<file path="config.mk">
export PLATFORM = sky130hd
export DESIGN_NAME = dps_supervisor
export DESIGN_NICKNAME = d
export VERILOG_FILES = /design/src/dps_pkg.sv /design/src/dps_supervisor.sv
export SDC_FILE = /design/constraint.sdc
export NUM_CORES = 1
export LEC_CHECK = 0
export BUFFER_PORTS_ARGS = -buffer_cell sky130_fd_sc_hd__buf_4
export CAP_MARGIN = 20
export CORE_MARGIN = 10
export CORE_UTILIZATION = 50
export CTS_BUF_LIST = sky130_fd_sc_hd__clkbuf_8
export DETAILED_ROUTE_END_ITERATION = 10
export PLACE_DENSITY_LB_ADDON = 0.3
export SLEW_MARGIN = 5
export SYNTH_ARGS = -nofsm -noshare
export SYNTH_HDL_FRONTEND = slang
export SYNTH_SLANG_ARGS = --single-unit
</file>
<file path="constraint.sdc">
create_clock -name core_clk -period 6.2 [get_ports core_clk]
set_input_delay 0.31 -clock core_clk [delete_from_list [all_inputs] [get_ports core_clk]]
set_output_delay 0.31 -clock core_clk [all_outputs]
set_load 0.01 [all_outputs]
</file>
<file path="src/dps_pkg.sv">
// package: register map, timing and types for the doubler protection supervisor
package dps_pkg;
  localparam int CLK_NS = 20;
  // register byte offsets
  localparam logic [7:0] CTRL_OFF = 8'h00;
  localparam logic [7:0] EVENT_OFF = 8'h04;
  localparam logic [7:0] MASK_OFF = 8'h08;
  localparam logic [7:0] STATUS_OFF = 8'h0c;
  localparam logic [7:0] LEVEL_OFF = 8'h10;
  // control fields
  localparam int CTRL_EN_BIT = 0;
  localparam int CTRL_FREQ_LO = 1;
  localparam int CTRL_CONT_BIT = 3;
  localparam int CTRL_OCDIS_BIT = 4;
  localparam logic [1:0] FREQ_RST = 2'h0;
  // threshold fields
  localparam int LVL_BAT_LO = 0;
  localparam int LVL_IIN_LO = 8;
  localparam int LVL_TMP_LO = 16;
  localparam logic [7:0] TEMP_WARN_MIN = 8'h46;
  localparam logic [7:0] TEMP_WARN_MAX = 8'h7d;
  // adc channel codes
  localparam logic [2:0] CH_VBAT = 3'h2;
  localparam logic [2:0] CH_IIN = 3'h3;
  localparam logic [2:0] CH_TJUNC = 3'h6;
  // deglitch times in ns and their cycle counts (least times, round up)
  localparam int DEG_OV_NS = 20000;
  localparam int DEG_UV_NS = 20000;
  localparam int DEG_RATIO_NS = 10000;
  localparam int DEG_PEAK_NS = 5000;
  function automatic logic [15:0] cyc(input int ns);
    cyc = 16'((ns + CLK_NS - 1) / CLK_NS);
  endfunction
  // deglitched comparator slots
  localparam int NDEG = 7;
  localparam int D_VIN_OV = 0;
  localparam int D_VIN_UV = 1;
  localparam int D_BAT_OV = 2;
  localparam int D_BAT_UV = 3;
  localparam int D_RLOW = 4;
  localparam int D_RHIGH = 5;
  localparam int D_PEAK = 6;
  localparam logic [15:0] DEG_LIM [NDEG] = '{cyc(DEG_OV_NS), cyc(DEG_UV_NS),
    cyc(DEG_OV_NS), cyc(DEG_UV_NS), cyc(DEG_RATIO_NS), cyc(DEG_RATIO_NS),
    cyc(DEG_PEAK_NS)};
  // event register, bit 0 is ratio_low_event
  typedef struct packed {
    logic temp_critical_event;
    logic temp_warning_event;
    logic input_overcurrent_event;
    logic battery_warning_event;
    logic battery_under_event;
    logic battery_over_event;
    logic input_under_event;
    logic input_over_event;
    logic adaptor_present_event;
    logic peak_limit_crit_event;
    logic ratio_high_event;
    logic ratio_low_event;
  } dps_evt_type;
  localparam int EVT_W = 12;
  localparam logic [EVT_W-1:0] MASK_RST = 12'hfff;
  typedef enum logic [1:0] {MODE_IDLE, MODE_ACTIVE, MODE_SHUTDOWN}
    dps_mode_type;
  // axi responses
  localparam logic [1:0] RESP_OKAY = 2'h0;
  localparam logic [1:0] RESP_SLVERR = 2'h2;
endpackage

</file>
<file path="src/dps_supervisor.sv">
// doubler protection supervisor with an axi4-lite register slave
// Function
// - outside active mode the doubler blocks current both ways.
// - switching frequency follows the frequency field only.
// - start only with ratio in window, else abort and raise ratio event.
// - after start fault, resume needs ratio in window and event cleared.
// - peak limit past its deglitch disables doubler, raises event.
// - ratio fault past deglitch while running clears enable, raises event.
// - adaptor rise sets status and event; fall clears status and enable.
// - input overvoltage past deglitch clears enable, raises event.
// - input undervoltage past deglitch clears enable, raises event.
// - input lost raises under event and input pull-down; threshold follows adaptor status.
// - battery overvoltage clears enable, raises event; output pull-down.
// - battery undervoltage past deglitch disables doubler, raises event.
// - continuous mode, non-zero level: battery above level warns.
// - input current above level raises event, optionally clears enable too.
// - overcurrent compare only in continuous mode with non-zero level.
// - temperature warning level 70..125, event on each crossing, status readable.
// - critical temperature raises event, goes idle until below critical.
// - top temperature level forces shutdown, held while above critical.
// - each voltage protection has its own event per comparator trip, but input lost shares the input under event.
// - pin falling edge sets enable, rising clears; writes also start or stop.
// - active-low interrupt while any unmasked event remains set.
`timescale 1ns/1ps
module dps_supervisor (
  // clock and reset
  input wire logic core_clk,
  input wire logic rst_n,
  // axi4-lite write address and data
  input wire logic awvalid,
  output logic awready,
  input wire logic [7:0] awaddr,
  input wire logic wvalid,
  output logic wready,
  input wire logic [31:0] wdata,
  input wire logic [3:0] wstrb,
  // axi4-lite write response
  output logic bvalid,
  input wire logic bready,
  output logic [1:0] bresp,
  // axi4-lite read
  input wire logic arvalid,
  output logic arready,
  input wire logic [7:0] araddr,
  output logic rvalid,
  input wire logic rready,
  output logic [31:0] rdata,
  output logic [1:0] rresp,
  // analogue comparators
  input wire logic vin_over_cmp,
  input wire logic vin_under_cmp,
  input wire logic vin_adaptor_cmp,
  input wire logic vin_lost_cmp,
  input wire logic bat_over_cmp,
  input wire logic bat_under_cmp,
  input wire logic ratio_low_cmp,
  input wire logic ratio_high_cmp,
  input wire logic peak_limit_cmp,
  input wire logic temp_crit_cmp,
  input wire logic temp_top_cmp,
  // adc results
  input wire logic adc_valid,
  input wire logic [2:0] adc_chan,
  input wire logic [7:0] adc_data,
  // enable pin
  input wire logic enable_pin_n,
  // power stage and system
  output logic reverse_block,
  output logic doubler_run,
  output logic [1:0] switch_freq,
  output logic out_pulldown,
  output logic in_pulldown,
  output logic uv_thresh_sel,
  output logic interrupt_out_n
);
  function automatic logic hit(input logic [7:0] a, input logic [7:0] off);
    hit = (a[7:2] == off[7:2]);
  endfunction
  function automatic logic mapped(input logic [7:0] a);
    mapped = hit(a, dps_pkg::CTRL_OFF) | hit(a, dps_pkg::EVENT_OFF) |
      hit(a, dps_pkg::MASK_OFF) | hit(a, dps_pkg::STATUS_OFF) |
      hit(a, dps_pkg::LEVEL_OFF);
  endfunction

  // ---------------- bus slave
  logic aw_full_r, w_full_r, bvalid_r, rvalid_r, awready_r, wready_r;
  logic arready_r;
  logic [7:0] aw_addr_r;
  logic [31:0] w_data_r, rdata_r;
  logic [1:0] bresp_r, rresp_r;
  wire aw_take = awvalid & awready_r;
  wire w_take = wvalid & wready_r;
  wire aw_have = aw_full_r | aw_take;
  wire w_have = w_full_r | w_take;
  wire [7:0] wr_addr = aw_full_r ? aw_addr_r : awaddr;
  wire [31:0] wr_data = w_full_r ? w_data_r : wdata;
  wire wr_do = aw_have & w_have & ~bvalid_r;
  wire wr_ok = wr_do & mapped(wr_addr) & (wstrb != 4'h0);
  wire wr_ctrl = wr_ok & hit(wr_addr, dps_pkg::CTRL_OFF);
  wire wr_evt = wr_ok & hit(wr_addr, dps_pkg::EVENT_OFF);
  wire wr_mask = wr_ok & hit(wr_addr, dps_pkg::MASK_OFF);
  wire wr_lvl = wr_ok & hit(wr_addr, dps_pkg::LEVEL_OFF);
  wire aw_full_nxt = aw_have & ~wr_do;
  wire w_full_nxt = w_have & ~wr_do;
  wire bvalid_nxt = wr_do | (bvalid_r & ~bready);
  wire ar_take = arvalid & arready_r;
  wire rvalid_nxt = ar_take | (rvalid_r & ~rready);

  always_ff @(posedge core_clk) begin
    if (!rst_n) begin
      aw_full_r <= 1'b0;
      w_full_r <= 1'b0;
      awready_r <= 1'b0;
      wready_r <= 1'b0;
      bvalid_r <= 1'b0;
      bresp_r <= dps_pkg::RESP_OKAY;
      aw_addr_r <= 8'h00;
      w_data_r <= 32'h0;
    end else begin
      aw_full_r <= aw_full_nxt;
      w_full_r <= w_full_nxt;
      awready_r <= ~aw_full_nxt & ~bvalid_nxt;
      wready_r <= ~w_full_nxt & ~bvalid_nxt;
      bvalid_r <= bvalid_nxt;
      if (aw_take)
        aw_addr_r <= awaddr;
      if (w_take)
        w_data_r <= wdata;
      if (wr_do)
        bresp_r <= wr_ok ? dps_pkg::RESP_OKAY : dps_pkg::RESP_SLVERR;
    end
  end

  // ---------------- registers
  logic en_r, cont_r, ocdis_r;
  logic [1:0] freq_r;
  dps_pkg::dps_evt_type evt_r;
  logic [dps_pkg::EVT_W-1:0] mask_r;
  logic [7:0] bat_lvl_r, iin_lvl_r, tmp_lvl_r;
  dps_pkg::dps_mode_type mode_r;
  logic adp_stat_r, bat_ov_stat_r, twarn_stat_r;
  logic pin_prev_r, adp_prev_r, lost_prev_r, tcrit_prev_r;
  logic [15:0] deg_cnt_r [dps_pkg::NDEG];

  // ---------------- deglitch filters
  logic [dps_pkg::NDEG-1:0] cmp_in, trip;
  assign cmp_in = {peak_limit_cmp, ratio_high_cmp, ratio_low_cmp,
    bat_under_cmp, bat_over_cmp, vin_under_cmp, vin_over_cmp};
  always_comb begin
    for (int i = 0; i < dps_pkg::NDEG; i++)
      trip[i] = cmp_in[i] & (deg_cnt_r[i] == dps_pkg::DEG_LIM[i] - 16'h1);
  end
  always_ff @(posedge core_clk) begin
    for (int i = 0; i < dps_pkg::NDEG; i++) begin
      if (!rst_n || !cmp_in[i])
        deg_cnt_r[i] <= 16'h0;
      else if (deg_cnt_r[i] != dps_pkg::DEG_LIM[i])
        deg_cnt_r[i] <= deg_cnt_r[i] + 16'h1;
    end
  end

  // ---------------- event sources
  wire running = (mode_r == dps_pkg::MODE_ACTIVE);
  wire ratio_bad = ratio_low_cmp | ratio_high_cmp;
  wire start_abort = (mode_r == dps_pkg::MODE_IDLE) & en_r &
    ~temp_crit_cmp & ~temp_top_cmp & adp_stat_r & ratio_bad;
  wire adc_vbat = adc_valid & (adc_chan == dps_pkg::CH_VBAT);
  wire adc_iin = adc_valid & (adc_chan == dps_pkg::CH_IIN);
  wire adc_tmp = adc_valid & (adc_chan == dps_pkg::CH_TJUNC);
  wire bat_warn = adc_vbat & cont_r & (bat_lvl_r != 8'h00) &
    (adc_data > bat_lvl_r);
  wire iin_oc = adc_iin & cont_r & (iin_lvl_r != 8'h00) &
    (adc_data > iin_lvl_r);
  wire [7:0] tmp_eff = (tmp_lvl_r < dps_pkg::TEMP_WARN_MIN) ?
    dps_pkg::TEMP_WARN_MIN : (tmp_lvl_r > dps_pkg::TEMP_WARN_MAX) ?
    dps_pkg::TEMP_WARN_MAX : tmp_lvl_r;
  wire twarn_now = adc_data > tmp_eff;
  wire twarn_chg = adc_tmp & (twarn_now != twarn_stat_r);
  wire adp_rise = vin_adaptor_cmp & ~adp_prev_r;
  wire adp_fall = ~vin_adaptor_cmp & adp_prev_r;

  dps_pkg::dps_evt_type evt_set;
  always_comb begin
    evt_set = '0;
    evt_set.ratio_low_event = (trip[dps_pkg::D_RLOW] & running) |
      (start_abort & ratio_low_cmp);
    evt_set.ratio_high_event = (trip[dps_pkg::D_RHIGH] & running) |
      (start_abort & ratio_high_cmp);
    evt_set.peak_limit_crit_event = trip[dps_pkg::D_PEAK];
    evt_set.adaptor_present_event = adp_rise;
    evt_set.input_over_event = trip[dps_pkg::D_VIN_OV];
    evt_set.input_under_event = trip[dps_pkg::D_VIN_UV] |
      (vin_lost_cmp & ~lost_prev_r);
    evt_set.battery_over_event = trip[dps_pkg::D_BAT_OV];
    evt_set.battery_under_event = trip[dps_pkg::D_BAT_UV];
    evt_set.battery_warning_event = bat_warn;
    evt_set.input_overcurrent_event = iin_oc;
    evt_set.temp_warning_event = twarn_chg;
    evt_set.temp_critical_event = temp_crit_cmp & ~tcrit_prev_r;
  end
  // set wins over a write-one-to-clear in the same cycle
  wire [dps_pkg::EVT_W-1:0] evt_clr = wr_evt ?
    wr_data[dps_pkg::EVT_W-1:0] : '0;
  wire [dps_pkg::EVT_W-1:0] evt_nxt = (evt_r & ~evt_clr) | evt_set;

  // ---------------- doubler enable bit
  wire block_evt = evt_r.ratio_low_event | evt_r.ratio_high_event |
    evt_r.peak_limit_crit_event | evt_r.input_over_event |
    evt_r.input_under_event | evt_r.battery_over_event |
    evt_r.battery_under_event;
  wire pin_fall = ~enable_pin_n & pin_prev_r;
  wire pin_rise = enable_pin_n & ~pin_prev_r;
  wire en_set = (pin_fall | (wr_ctrl & wr_data[dps_pkg::CTRL_EN_BIT])) &
    ~block_evt;
  wire fault_clr = trip[dps_pkg::D_VIN_OV] | trip[dps_pkg::D_VIN_UV] |
    trip[dps_pkg::D_BAT_OV] | trip[dps_pkg::D_BAT_UV] |
    trip[dps_pkg::D_PEAK] | start_abort | adp_fall | (iin_oc & ocdis_r) |
    (running & (trip[dps_pkg::D_RLOW] | trip[dps_pkg::D_RHIGH]));
  wire en_clr = pin_rise | (wr_ctrl & ~wr_data[dps_pkg::CTRL_EN_BIT]) |
    fault_clr;
  wire en_nxt = en_clr ? 1'b0 : (en_set ? 1'b1 : en_r);
  // mask as it will stand after this edge, so irq tracks the new mask
  wire [dps_pkg::EVT_W-1:0] mask_nxt = wr_mask ?
    wr_data[dps_pkg::EVT_W-1:0] : mask_r;

  // ---------------- operating mode
  dps_pkg::dps_mode_type mode_nxt;
  always_comb begin
    mode_nxt = mode_r;
    unique case (mode_r)
      dps_pkg::MODE_IDLE: begin
        if (en_r & adp_stat_r & ~ratio_bad & ~block_evt & ~temp_crit_cmp)
          mode_nxt = dps_pkg::MODE_ACTIVE;
      end
      dps_pkg::MODE_ACTIVE: begin
        if (~en_r | temp_crit_cmp)
          mode_nxt = dps_pkg::MODE_IDLE;
      end
      dps_pkg::MODE_SHUTDOWN: begin
        if (~temp_crit_cmp)
          mode_nxt = dps_pkg::MODE_IDLE;
      end
    endcase
    if (temp_top_cmp)
      mode_nxt = dps_pkg::MODE_SHUTDOWN;
  end

  always_ff @(posedge core_clk) begin
    if (!rst_n) begin
      en_r <= 1'b0;
      cont_r <= 1'b1;
      ocdis_r <= 1'b0;
      freq_r <= dps_pkg::FREQ_RST;
      evt_r <= '0;
      mask_r <= dps_pkg::MASK_RST;
      bat_lvl_r <= 8'h00;
      iin_lvl_r <= 8'h00;
      tmp_lvl_r <= dps_pkg::TEMP_WARN_MAX;
      mode_r <= dps_pkg::MODE_IDLE;
      adp_stat_r <= 1'b0;
      bat_ov_stat_r <= 1'b0;
      twarn_stat_r <= 1'b0;
      pin_prev_r <= 1'b1;
      adp_prev_r <= 1'b0;
      lost_prev_r <= 1'b0;
      tcrit_prev_r <= 1'b0;
    end else begin
      en_r <= en_nxt;
      if (wr_ctrl) begin
        freq_r <= wr_data[dps_pkg::CTRL_FREQ_LO +: 2];
        cont_r <= wr_data[dps_pkg::CTRL_CONT_BIT];
        ocdis_r <= wr_data[dps_pkg::CTRL_OCDIS_BIT];
      end
      evt_r <= evt_nxt;
      if (wr_mask)
        mask_r <= wr_data[dps_pkg::EVT_W-1:0];
      if (wr_lvl) begin
        bat_lvl_r <= wr_data[dps_pkg::LVL_BAT_LO +: 8];
        iin_lvl_r <= wr_data[dps_pkg::LVL_IIN_LO +: 8];
        tmp_lvl_r <= wr_data[dps_pkg::LVL_TMP_LO +: 8];
      end
      mode_r <= mode_nxt;
      adp_stat_r <= adp_rise | (adp_stat_r & ~adp_fall);
      bat_ov_stat_r <= trip[dps_pkg::D_BAT_OV] |
        (bat_ov_stat_r & bat_over_cmp);
      if (twarn_chg)
        twarn_stat_r <= twarn_now;
      pin_prev_r <= enable_pin_n;
      adp_prev_r <= vin_adaptor_cmp;
      lost_prev_r <= vin_lost_cmp;
      tcrit_prev_r <= temp_crit_cmp;
    end
  end

  // ---------------- read path
  wire [31:0] ctrl_word = {27'h0, ocdis_r, cont_r, freq_r, en_r};
  wire [31:0] stat_word = {25'h0, running, mode_r, temp_crit_cmp,
    twarn_stat_r, bat_ov_stat_r, adp_stat_r};
  wire [31:0] lvl_word = {8'h00, tmp_lvl_r, iin_lvl_r, bat_lvl_r};
  wire [31:0] rd_word =
    hit(araddr, dps_pkg::CTRL_OFF) ? ctrl_word :
    hit(araddr, dps_pkg::EVENT_OFF) ? {20'h0, evt_r} :
    hit(araddr, dps_pkg::MASK_OFF) ? {20'h0, mask_r} :
    hit(araddr, dps_pkg::STATUS_OFF) ? stat_word :
    hit(araddr, dps_pkg::LEVEL_OFF) ? lvl_word : 32'h0;

  always_ff @(posedge core_clk) begin
    if (!rst_n) begin
      rvalid_r <= 1'b0;
      arready_r <= 1'b0;
      rdata_r <= 32'h0;
      rresp_r <= dps_pkg::RESP_OKAY;
    end else begin
      rvalid_r <= rvalid_nxt;
      arready_r <= ~rvalid_nxt;
      if (ar_take) begin
        rdata_r <= rd_word;
        rresp_r <= mapped(araddr) ? dps_pkg::RESP_OKAY :
          dps_pkg::RESP_SLVERR;
      end
    end
  end

  // ---------------- registered outputs
  logic rb_r, run_r, opd_r, ipd_r, uvs_r, irq_n_r;
  logic [1:0] fout_r;
  always_ff @(posedge core_clk) begin
    if (!rst_n) begin
      rb_r <= 1'b1;
      run_r <= 1'b0;
      fout_r <= dps_pkg::FREQ_RST;
      opd_r <= 1'b0;
      ipd_r <= 1'b0;
      uvs_r <= 1'b0;
      irq_n_r <= 1'b1;
    end else begin
      rb_r <= (mode_nxt != dps_pkg::MODE_ACTIVE);
      run_r <= (mode_nxt == dps_pkg::MODE_ACTIVE);
      fout_r <= freq_r;
      opd_r <= bat_ov_stat_r;
      ipd_r <= vin_lost_cmp;
      uvs_r <= adp_stat_r;
      irq_n_r <= ~|(evt_nxt & ~mask_nxt);
    end
  end

  assign awready = awready_r;
  assign wready = wready_r;
  assign bvalid = bvalid_r;
  assign bresp = bresp_r;
  assign arready = arready_r;
  assign rvalid = rvalid_r;
  assign rdata = rdata_r;
  assign rresp = rresp_r;
  assign reverse_block = rb_r;
  assign doubler_run = run_r;
  assign switch_freq = fout_r;
  assign out_pulldown = opd_r;
  assign in_pulldown = ipd_r;
  assign uv_thresh_sel = uvs_r;
  assign interrupt_out_n = irq_n_r;

  // ---------------- assertions
  block_idle_a: assert property (@(posedge core_clk) disable iff (!rst_n)
    reverse_block == (mode_r != dps_pkg::MODE_ACTIVE))
    else $error("reverse block disagrees with mode");
  freq_follow_a: assert property (@(posedge core_clk) disable iff (!rst_n)
    $stable(freq_r) |=> $stable(switch_freq))
    else $error("switching frequency changed on its own");
  start_abort_a: assert property (@(posedge core_clk) disable iff (!rst_n)
    start_abort |=> !en_r && (evt_r.ratio_low_event || evt_r.ratio_high_event))
    else $error("start with bad ratio not aborted");
  peak_trip_a: assert property (@(posedge core_clk) disable iff (!rst_n)
    trip[dps_pkg::D_PEAK] |=> !en_r && evt_r.peak_limit_crit_event)
    else $error("peak limit trip missed");
  pin_edge_a: assert property (@(posedge core_clk) disable iff (!rst_n)
    $rose(enable_pin_n) |=> !en_r)
    else $error("enable pin release did not clear enable");
  out_pull_a: assert property (@(posedge core_clk) disable iff (!rst_n)
    bat_ov_stat_r |=> out_pulldown)
    else $error("output pull-down missing during battery overvoltage");
  top_temp_a: assert property (@(posedge core_clk) disable iff (!rst_n)
    temp_top_cmp |=> mode_r == dps_pkg::MODE_SHUTDOWN ##1 reverse_block)
    else $error("top temperature did not shut down");
  evt_hold_a: assert property (@(posedge core_clk) disable iff (!rst_n)
    (evt_r.input_over_event && !wr_evt) |=> evt_r.input_over_event)
    else $error("event lost without a clear");
  irq_level_a: assert property (@(posedge core_clk) disable iff (!rst_n)
    (|(evt_r & ~mask_r)) |-> !interrupt_out_n)
    else $error("interrupt not asserted for unmasked event");
endmodule

</file>
==> results of run 1 <==
cell type report:
cell class / count / area (um^2) / share of cell area (%)
timing repair buffer: 116 / 878 / 6.02
sequential: 244 / 6010 / 41.1
inverter: 56 / 210 / 1.44
tap: 330 / 413 / 2.83
multi-input combinational: 998 / 6240 / 42.8
clock inverter: 24 / 149 / 1.02
clock buffer: 51 / 702 / 4.81
logic make-up (layout without fill, tap and decap cells):
family,count (synthesis),in the layout,share of synthesized area [%]
AOI/OAI and AO/OA,226,226,12.9
xor gates and xnor gates,89,89,6.13
adders and majority gates,42,42,4.13
buffers and inverters,122,247,4.01
DFF,244,244,47.2
muxes,37,37,2.93
other,2,12,0.0590
and+or+nand+nor,592,592,22.7
routing by layer:
metal  part of all wire (%)  global-route usage [%]  vias to the layer above  wire length (um)
li1                       -                       -                     4995                 -
met1                     46                    22.6                     4766             13600
met2                     47                    28.9                      220             14000
met3                    5.2                    3.78                       57              1550
met4                    2.3                    5.49                        0               679
met5                      0                       0                        -                 0
placed cells by master (no fill, tap or decap), drive strengths merged, types with 5 or more instances in the layout:
cell      n
nor3     22
dfxtp   132
o211a    30
and2     19
a21boi   51
nand2b   11
ha       42
and3     22
mux2i    35
a222oi    5
or4       9
inv      72
a21o      6
and4     15
nor4     16
a21oi    37
conb     12
a211oi    6
nand3    76
nand2   189
clkbuf   51
xnor2    35
edfxtp  112
clkinv    6
buf     113
nand3b    7
o21ai    39
nor2b    12
xor2     54
or3      11
o21a     11
nor2    144
nand4    19
o211ai   18
through the flow:
| stage | area (um^2) | setup slack, ns | std cells | power (uW) |
|---|---|---|---|---|
| global placement | 13700 | 3.02 | 1741 | 2000 |
| detailed placement | 13700 | 2.93 | 1741 | 2010 |
| floorplan | 12800 | 3.44 | 1364 | 1910 |
| global route | 14600 | 2.69 | 1819 | 3590 |
| CTS | 14600 | 2.91 | 1819 | 3490 |
| finish | 14600 | 2.90 | 1819 | 3450 |
synth_stat cells (12+ instances only):
master,number
dfxtp_1,132
nor2_1,144
nor2b_1,12
nor3_1,22
nor4_1,15
and3_1,22
inv_1,56
o211a_1,30
xor2_1,54
a21boi_0,50
nand3_1,74
ha_1,42
and4_1,15
a21oi_1,37
xnor2_1,35
mux2i_1,35
nand4_1,19
and2_1,18
o21ai_0,39
clkbuf_1,44
nand2_1,189
o211ai_1,18
edfxtp_1,112
power by group through the flow:
| stage | clock (uW) | combinational (uW) | sequential, uW |
|---|---|---|---|
| 2_1_floorplan | 0 | 152 | 1760 |
| 3_3_place_gp | 0 | 243 | 1760 |
| 3_5_place_dp | 0 | 248 | 1760 |
| 4_1_cts | 1510 | 251 | 1730 |
| 5_1_grt | 1590 | 279 | 1730 |
| 6_report | 1480 | 250 | 1730 |
registers in the layout (all words and copies together) (netlist names), 2 cells and up:
register     cells
iin_lvl_r        8
tmp_lvl_r        8
switch_freq      2
mode_r           2
rdata           24
freq_r           2
deg_cnt_r      112
w_data_r        24
mask_r          12
aw_addr_r        6
bat_lvl_r        8
evt_r           12
worst paths after layout:
| kind | start | to | slack (ns) | cells past startpoint |
|---|---|---|---|---|
| max | awready$_SDFF_PN0_ | interrupt_out_n$_SDFF_PN1_ | 2.90 | 7 |
| min | wdata[2] | w_data_r[2]$_SDFFE_PN0P_ | 0.03 | 3 |
| max reg2reg | awready$_SDFF_PN0_ | interrupt_out_n$_SDFF_PN1_ | 2.90 | 7 |
| min reg2reg | w_data_r[16]$_SDFFE_PN0P_ | w_data_r[16]$_SDFFE_PN0P_ | 0.46 | 2 |
repair_timing:
item | in CTS | in global routing
hold buffers | 3 | 0
buffers inserted | 0 | 0
endpoints found under the hold margin | 3 | 0
endpoints found under the setup margin | 0 | 0
worst register-to-register path, delay by kind of cell (launching register included):
kind,cells,cell delay (ns)
AND/OR/NAND/NOR,4,1.86
AO/OA/AOI/OAI,2,0.58
flip-flops,1,0.50
multiplexers,1,0.28
==> results.toml, run 1 <==
[outcome]
outcome = "complete, no violations"

[final_layout]
final.fill_count = 2279
area_growth_pct = 14.8
layout-drive-gt1-share_pct = 12.7
utilization_pct = 58.2
final_nets = 1585
antenna_cells = 0

[drt]
drt-total-wl_mm = 29.8
via_per_inst = 5.52
drt_pass1_iterations = 5
wl_per_cell_um = 16.4
drtIter0Drc = 711
drc = 0
num_vias = 10000
ant_nets = 0

[critical_path]
crit_chain = "a21oi_1 -> nor4_4 -> nand3_2 -> mux2i_1 -> nor2b_1 -> or4_1 -> o41ai_2"
critPathCaptureType = "flop"
cp_top_family = "simple AND/OR/NAND/NOR gates"
cp.required_ns = 6.65
crit_type = "flop to flop"
cp_max_fo = 31
start_kind = "flop"
critical_path_buf_inv_count = 0
slowest_delay_ns = 0.64
arrival_ns = 3.75
critPathSlowestCell = "nand3_2"

[clock_network]
clkLatencyLatePin_ns = 0.54
htreeDepth = 2
cts_buffer_depth = 3
path_clk_slew_ns = 0.06
cts_tree = "yes"
cts_buffers = 44
cts_sinks = 244
cts_root_buffer = "clkbuf_8"
cts_resized = 0

[timing]
timing.fmax_mhz = 303
setup_viol = 0
finClkSkew_ns = 0.0172
rsz0062_at_grt = "false"
period_share_pct = 53.3
hold_slack_ns = 0.0326
period_needed_ns = 3.30
hold_violations = 0
report.final.slew_viol_count = 0
slew_headroom_pct = 30.5
worst-slew-pin-transition_ns = 1.04
fin_setup_tns_ns = 0

[power_and_ir_drop]
p_int_uw = 2630
p_leak_uw = 0.00600
p_seq_share_pct = 50.0
power.density_mw_per_mm2 = 236
switching_share_pct = 23.7
clockPowerShare_pct = 42.7
switchingPower_uw = 819
peakVddDrop_uv = 186
comb_power_share_pct = 7.2

[synth]
synth-edff-count = 112
synth_area_per_cell_um2 = 9.40
seq_area_frac_synth_pct = 47.2
synthTopCellsByArea = "edfxtp_1 (26%), dfxtp_1 (21%), nand2_1 (5.6%)"
syn-cell-area_mm2 = 0.0127
async_flop_share_pct = 0
syn_inst = 1354
synth_seq_cells = 244
synth_top_area_share_pct = 26.4
ys_warn_count = 0
synth_ff_type = "dfxtp_1"
synth_cell_type_count = 66
yosys.area.top_type = "edfxtp_1"

[die]
dieWidth_um = 180
fp.coreArea_mm2 = 0.0251
io_pins = 132
initial_core_util_pct = 50.7
die_area_mm2 = 0.0322
fp-row-count = 58
fp.dieH_um = 180

[run]
cap_violations = 0

[global_routing]
grt_pass1_vias = 9596
grt_pass1_wl_mm = 48.3
antenna_found_initial = 0
grt_max_degree = 86
grt_usage_pct = 17.6
overflow = 0

[place]
port_buffers = 109
dp_hpwl_mm = 21.1
gp_congestion = 0.824

[worst_hold_path]
hold_class = "input port to flop"
Power figures use the tool's default switching activity.
==> run 2, diff against run 1 <==
- clock period: 6.2 -> 3 ns (I/O delays scaled with it)
==> results.toml, run 2 (synthesis results as in run 1) <==
[outcome]
outcome = "complete, no violations"

[final_layout]
utilization_pct = 60.7
final_nets = 1650
final_cells = 1890
regMostFlops = "deg_cnt_r"
layout-drive-gt1-share_pct = 13.9
most-common-layout-cells = "nand2_1 (189), nor2_1 (144), buf_4 (136)"
area_growth_pct = 19.7
layout_commonest_cell = "nand2_1"
largest_reg_flops = 112

[drt]
ant_nets = 0
num_vias = 10300
drc = 0
drt_pass1_iterations = 5
wl_per_cell_um = 16.2
drtIter0Drc = 778
drt-total-wl_mm = 30.6
via_per_inst = 5.46

[global_routing]
grt_pass1_vias = 10300
antenna_found_initial = 3
grt_max_degree = 51
grt_usage_pct = 18.3
overflow = 0
grt_pass1_wl_mm = 50.7

[timing]
slew_headroom_pct = 35.9
setup_viol = 0
period_needed_ns = 2.84
period_share_pct = 94.5
finClkSkew_ns = 0.0182
fin_setup_tns_ns = 0
rsz0062_at_grt = "false"
hold_violations = 0
report.final.slew_viol_count = 0
timing.fmax_mhz = 353
worst-slew-pin-transition_ns = 0.961

[clock_network]
cts_root_buffer = "clkbuf_8"
path_clk_slew_ns = 0.06
cts_tree = "yes"
cts_buffer_depth = 3
clkLatencyLatePin_ns = 0.56
post-cts-setup-buffers = 0
htreeDepth = 2
cts_sinks = 244
cts_buffers = 42

[critical_path]
crit_type = "flop to flop"
crit_chain = "a2111o_1 -> a21oi_1 -> a21oi_1 -> ha_1 -> and3_1 -> a221o_1 -> a221o_1 -> and2_1 -> o211a_1 -> o21ai_2 -> o41ai_2"
timing.rr.start = "tmp_lvl_r[2]$_SDFFE_PN1P_"
arrival_ns = 3.26
critical_path_buf_inv_count = 0
start_kind = "flop"
critPathCaptureType = "flop"
crit_path_start = "tmp_lvl_r[2]$_SDFFE_PN1P_"
slowest_delay_ns = 0.42
cp_top_family = "compound AO/OA/AOI/OAI gates"
critPathSlowestCell = "a2111o_1"
cp.required_ns = 3.42
cp_max_fo = 2

[power_and_ir_drop]
power.density_mw_per_mm2 = 475
p_seq_share_pct = 49.3
clockPowerShare_pct = 42.6
switchingPower_uw = 1750
peakVddDrop_uv = 289
comb_power_share_pct = 8.1
p_leak_uw = 0.00627
switching_share_pct = 24.2
p_int_uw = 5480

[place]
dp.cells = 1764
port_buffers = 109
gp_congestion = 0.884
dp_hpwl_mm = 21.7

[die]
io_pins = 132
die_area_mm2 = 0.0322
dieWidth_um = 180
fp-row-count = 58
initial_core_util_pct = 50.7
fp.dieH_um = 180
fp.coreArea_mm2 = 0.0251

[run]
cap_violations = 0

[worst_hold_path]
hold_class = "input port to flop"
hp-start = "araddr[6]"
[run 2: power groups by stage]
stage / Clock, uW / Combinational, uW / Sequential (uW)
floorplan: 0 / 315 / 3630
global placement: 0 / 521 / 3630
detailed placement: 0 / 534 / 3640
CTS: 3160 / 584 / 3570
global route: 3310 / 646 / 3570
finish: 3080 / 584 / 3570
[run 2: path summary, 6_finish.rpt]
path,cells past startpoint,slack [ns],to
max reg2reg,11,0.16,interrupt_out_n$_SDFF_PN1_
min,5,0.07,rresp[1]$_SDFFE_PN0P_
min reg2reg,2,0.46,w_data_r[16]$_SDFFE_PN0P_
max,11,0.16,interrupt_out_n$_SDFF_PN1_
[run 2: metrics by stage]
step	power [uW]	hold WS [ns]	area (um^2)	worst slack, ns
after floorplan	3940	0.251	12800	0.243
after global placement	4160	0.377	13900	0.120
after detailed placement	4170	0.382	13900	0.107
after CTS	7310	0.0463	15200	0.0886
after global routing	7530	0.105	15200	0.00659
final	7230	0.0731	15200	0.165
[run 2: worst register-to-register path: cells and delay by family (launching register included)]
kind                     cells  cell delay [ns]
flip-flops                   1             0.31
AO/OA/AOI/OAI                8             1.79
AND/OR/NAND/NOR              2             0.34
adder cells (fa/ha/maj)      1             0.27
[run 2: final cells by class]
type	instances	area, um^2
Antenna cell	3	7.51
Clock inverter	26	171
Tap cell	330	413
Clock buffer	50	688
Inverter	56	210
Sequential cell	244	6010
Multi-Input combinational cell	998	6250
Fill cell	2206	9870
Timing Repair Buffer	183	1490
[run 2: timing repair]
action | 4_1_cts | 5_1_grt
endpoints found under the hold margin | 59 | 0
hold buffers | 47 | 0
resized for setup | 0 | 2
setup endpoints to repair | 0 | 1
[run 2: layer usage]
layer,GRT usage (%),vias up,part of all wire [%]
met5,0,-,0
met3,4.44,63,6.0
met4,6.15,0,2.5
li1,-,5127,-
met1,23.0,4872,45
met2,30.3,251,47
==> run 3, diff against run 2 <==
- CORE_UTILIZATION: 50 -> 30
==> results.toml, run 3 (synthesis results as in run 1) <==
[timing]
hold_violations = 0
finClkSkew_ns = 0.0356
slew_headroom_pct = 29.0
timing.fmax_mhz = 350
worst-slew-pin-transition_ns = 1.06
period_share_pct = 95.3
rsz0062_at_grt = "false"
fin_setup_tns_ns = 0
report.final.slew_viol_count = 0
setup_viol = 0
period_needed_ns = 2.86

[final_layout]
layout-drive-gt1-share_pct = 14.1
regMostFlops = "deg_cnt_r"
final_nets = 1661
final.fill_count = 4235
final_cells = 2110
area_growth_pct = 23.0
layout_commonest_cell = "nand2_1"
design_area_mm2 = 0.0156
most-common-layout-cells = "nand2_1 (189), nor2_1 (144), buf_4 (136)"
largest_reg_flops = 112

[drt]
drt_pass1_iterations = 6
wl_per_cell_um = 16.0
drt-total-wl_mm = 33.9
drc = 0
num_vias = 10300
drtIter0Drc = 598
via_per_inst = 4.88
ant_nets = 0

[global_routing]
antenna_found_initial = 4
grt_pass1_wl_mm = 54.3
grt_max_degree = 109
overflow = 0
grt_usage_pct = 13.2
grt_pass1_vias = 10200

[power_and_ir_drop]
p_leak_uw = 0.00635
peakVddDrop_uv = 260
power.density_mw_per_mm2 = 476
total_power_uw = 7440

[clock_network]
cts_buffers = 45
cts_sinks = 244
path_clk_slew_ns = 0.06
cts_buffer_depth = 3
cts_tree = "yes"
cts_root_buffer = "clkbuf_8"
htreeDepth = 2
clkLatencyLatePin_ns = 0.60

[die]
fp.dieH_um = 226
die_area_mm2 = 0.0510
io_pins = 132
initial_core_util_pct = 30.3
fp.coreArea_mm2 = 0.0419
dieWidth_um = 226
fp-row-count = 75

[place]
dp_hpwl_mm = 24.1
port_buffers = 109
dp.cells = 1975
gp_congestion = 0.802
placed_cell_area_mm2 = 0.0142

[run]
cap_violations = 0

[critical_path]
cp_max_fo = 5
critPathCaptureType = "flop"
crit_type = "flop to flop"
cp.required_ns = 3.46
arrival_ns = 3.32
start_kind = "flop"

[worst_hold_path]
hold_class = "input port to flop"

[outcome]
outcome = "complete, no violations"
-- run 3: layout make-up --
type                    instances  area, um^2  area share, %
multi-input cells             998        6250           40.0
flip-flops and latches        244        6010           38.4
repair buffers                191        1590           10.2
clock buffers                  51         702           4.49
well taps                     539         674           4.31
inverters                      56         210           1.34
clock inverters                30         206           1.32
diodes                          1        2.50         0.0160
-- run 3: layer usage --
metal	wire length [um]	up-vias	global-route usage, %
li1	-	5138	-
met1	14800	4876	16.1
met2	16100	212	21.9
met3	2060	71	3.55
met4	901	6	4.92
met5	34	-	0
-- run 3: path summary, 6_finish.rpt --
kind / from / endpoint / slack (ns) / cells past startpoint
setup / recovery: tmp_lvl_r[4]$_SDFFE_PN1P_ / interrupt_out_n$_SDFF_PN1_ / 0.14 / 11
hold / removal: awvalid / aw_addr_r[5]$_SDFFE_PN0P_ / 0.07 / 4
setup reg to reg: tmp_lvl_r[4]$_SDFFE_PN1P_ / interrupt_out_n$_SDFF_PN1_ / 0.14 / 11
hold reg to reg: rdata[15]$_SDFFE_PN0P_ / rdata[15]$_SDFFE_PN0P_ / 0.46 / 2
-- run 3: power breakdown --
group	switching, uW	internal (uW)	leakage (uW)	total, uW
registers	52.9	3520	0.00245	3570
clock network	1460	1810	0.000537	3270
logic	327	275	0.00337	602
-- run 3: timing repair --
action / CTS / global route
hold buffers: 53 / 0
buffers inserted: 0 / 0
endpoints found under the hold margin: 77 / 0
resized for setup: 0 / 4
endpoints found under the setup margin: 0 / 1
-- run 3: critical path, stage by stage, from the launching register on --
cell and delay, ns:
dfxtp_1 0.36, a2111o_1 0.41, a21oi_2 0.17, a21oi_1 0.06, ha_1 0.27, and3_1 0.16
a221o_1 0.34, a221o_1 0.31, and2_1 0.18, o211a_1 0.25, o21ai_2 0.13, o41ai_2 0.07
-- run 3: per-stage QoR --
step,utilization (%),hold WS [ns],worst slack [ns]
final,37.3,0.0720,0.140
after global routing,37.3,0.0459,0.0140
after CTS,37.3,0.0161,0.0157
after detailed placement,33.8,0.357,0.0500
after global placement,33.8,0.354,0.110
after floorplan,-,0.251,0.243
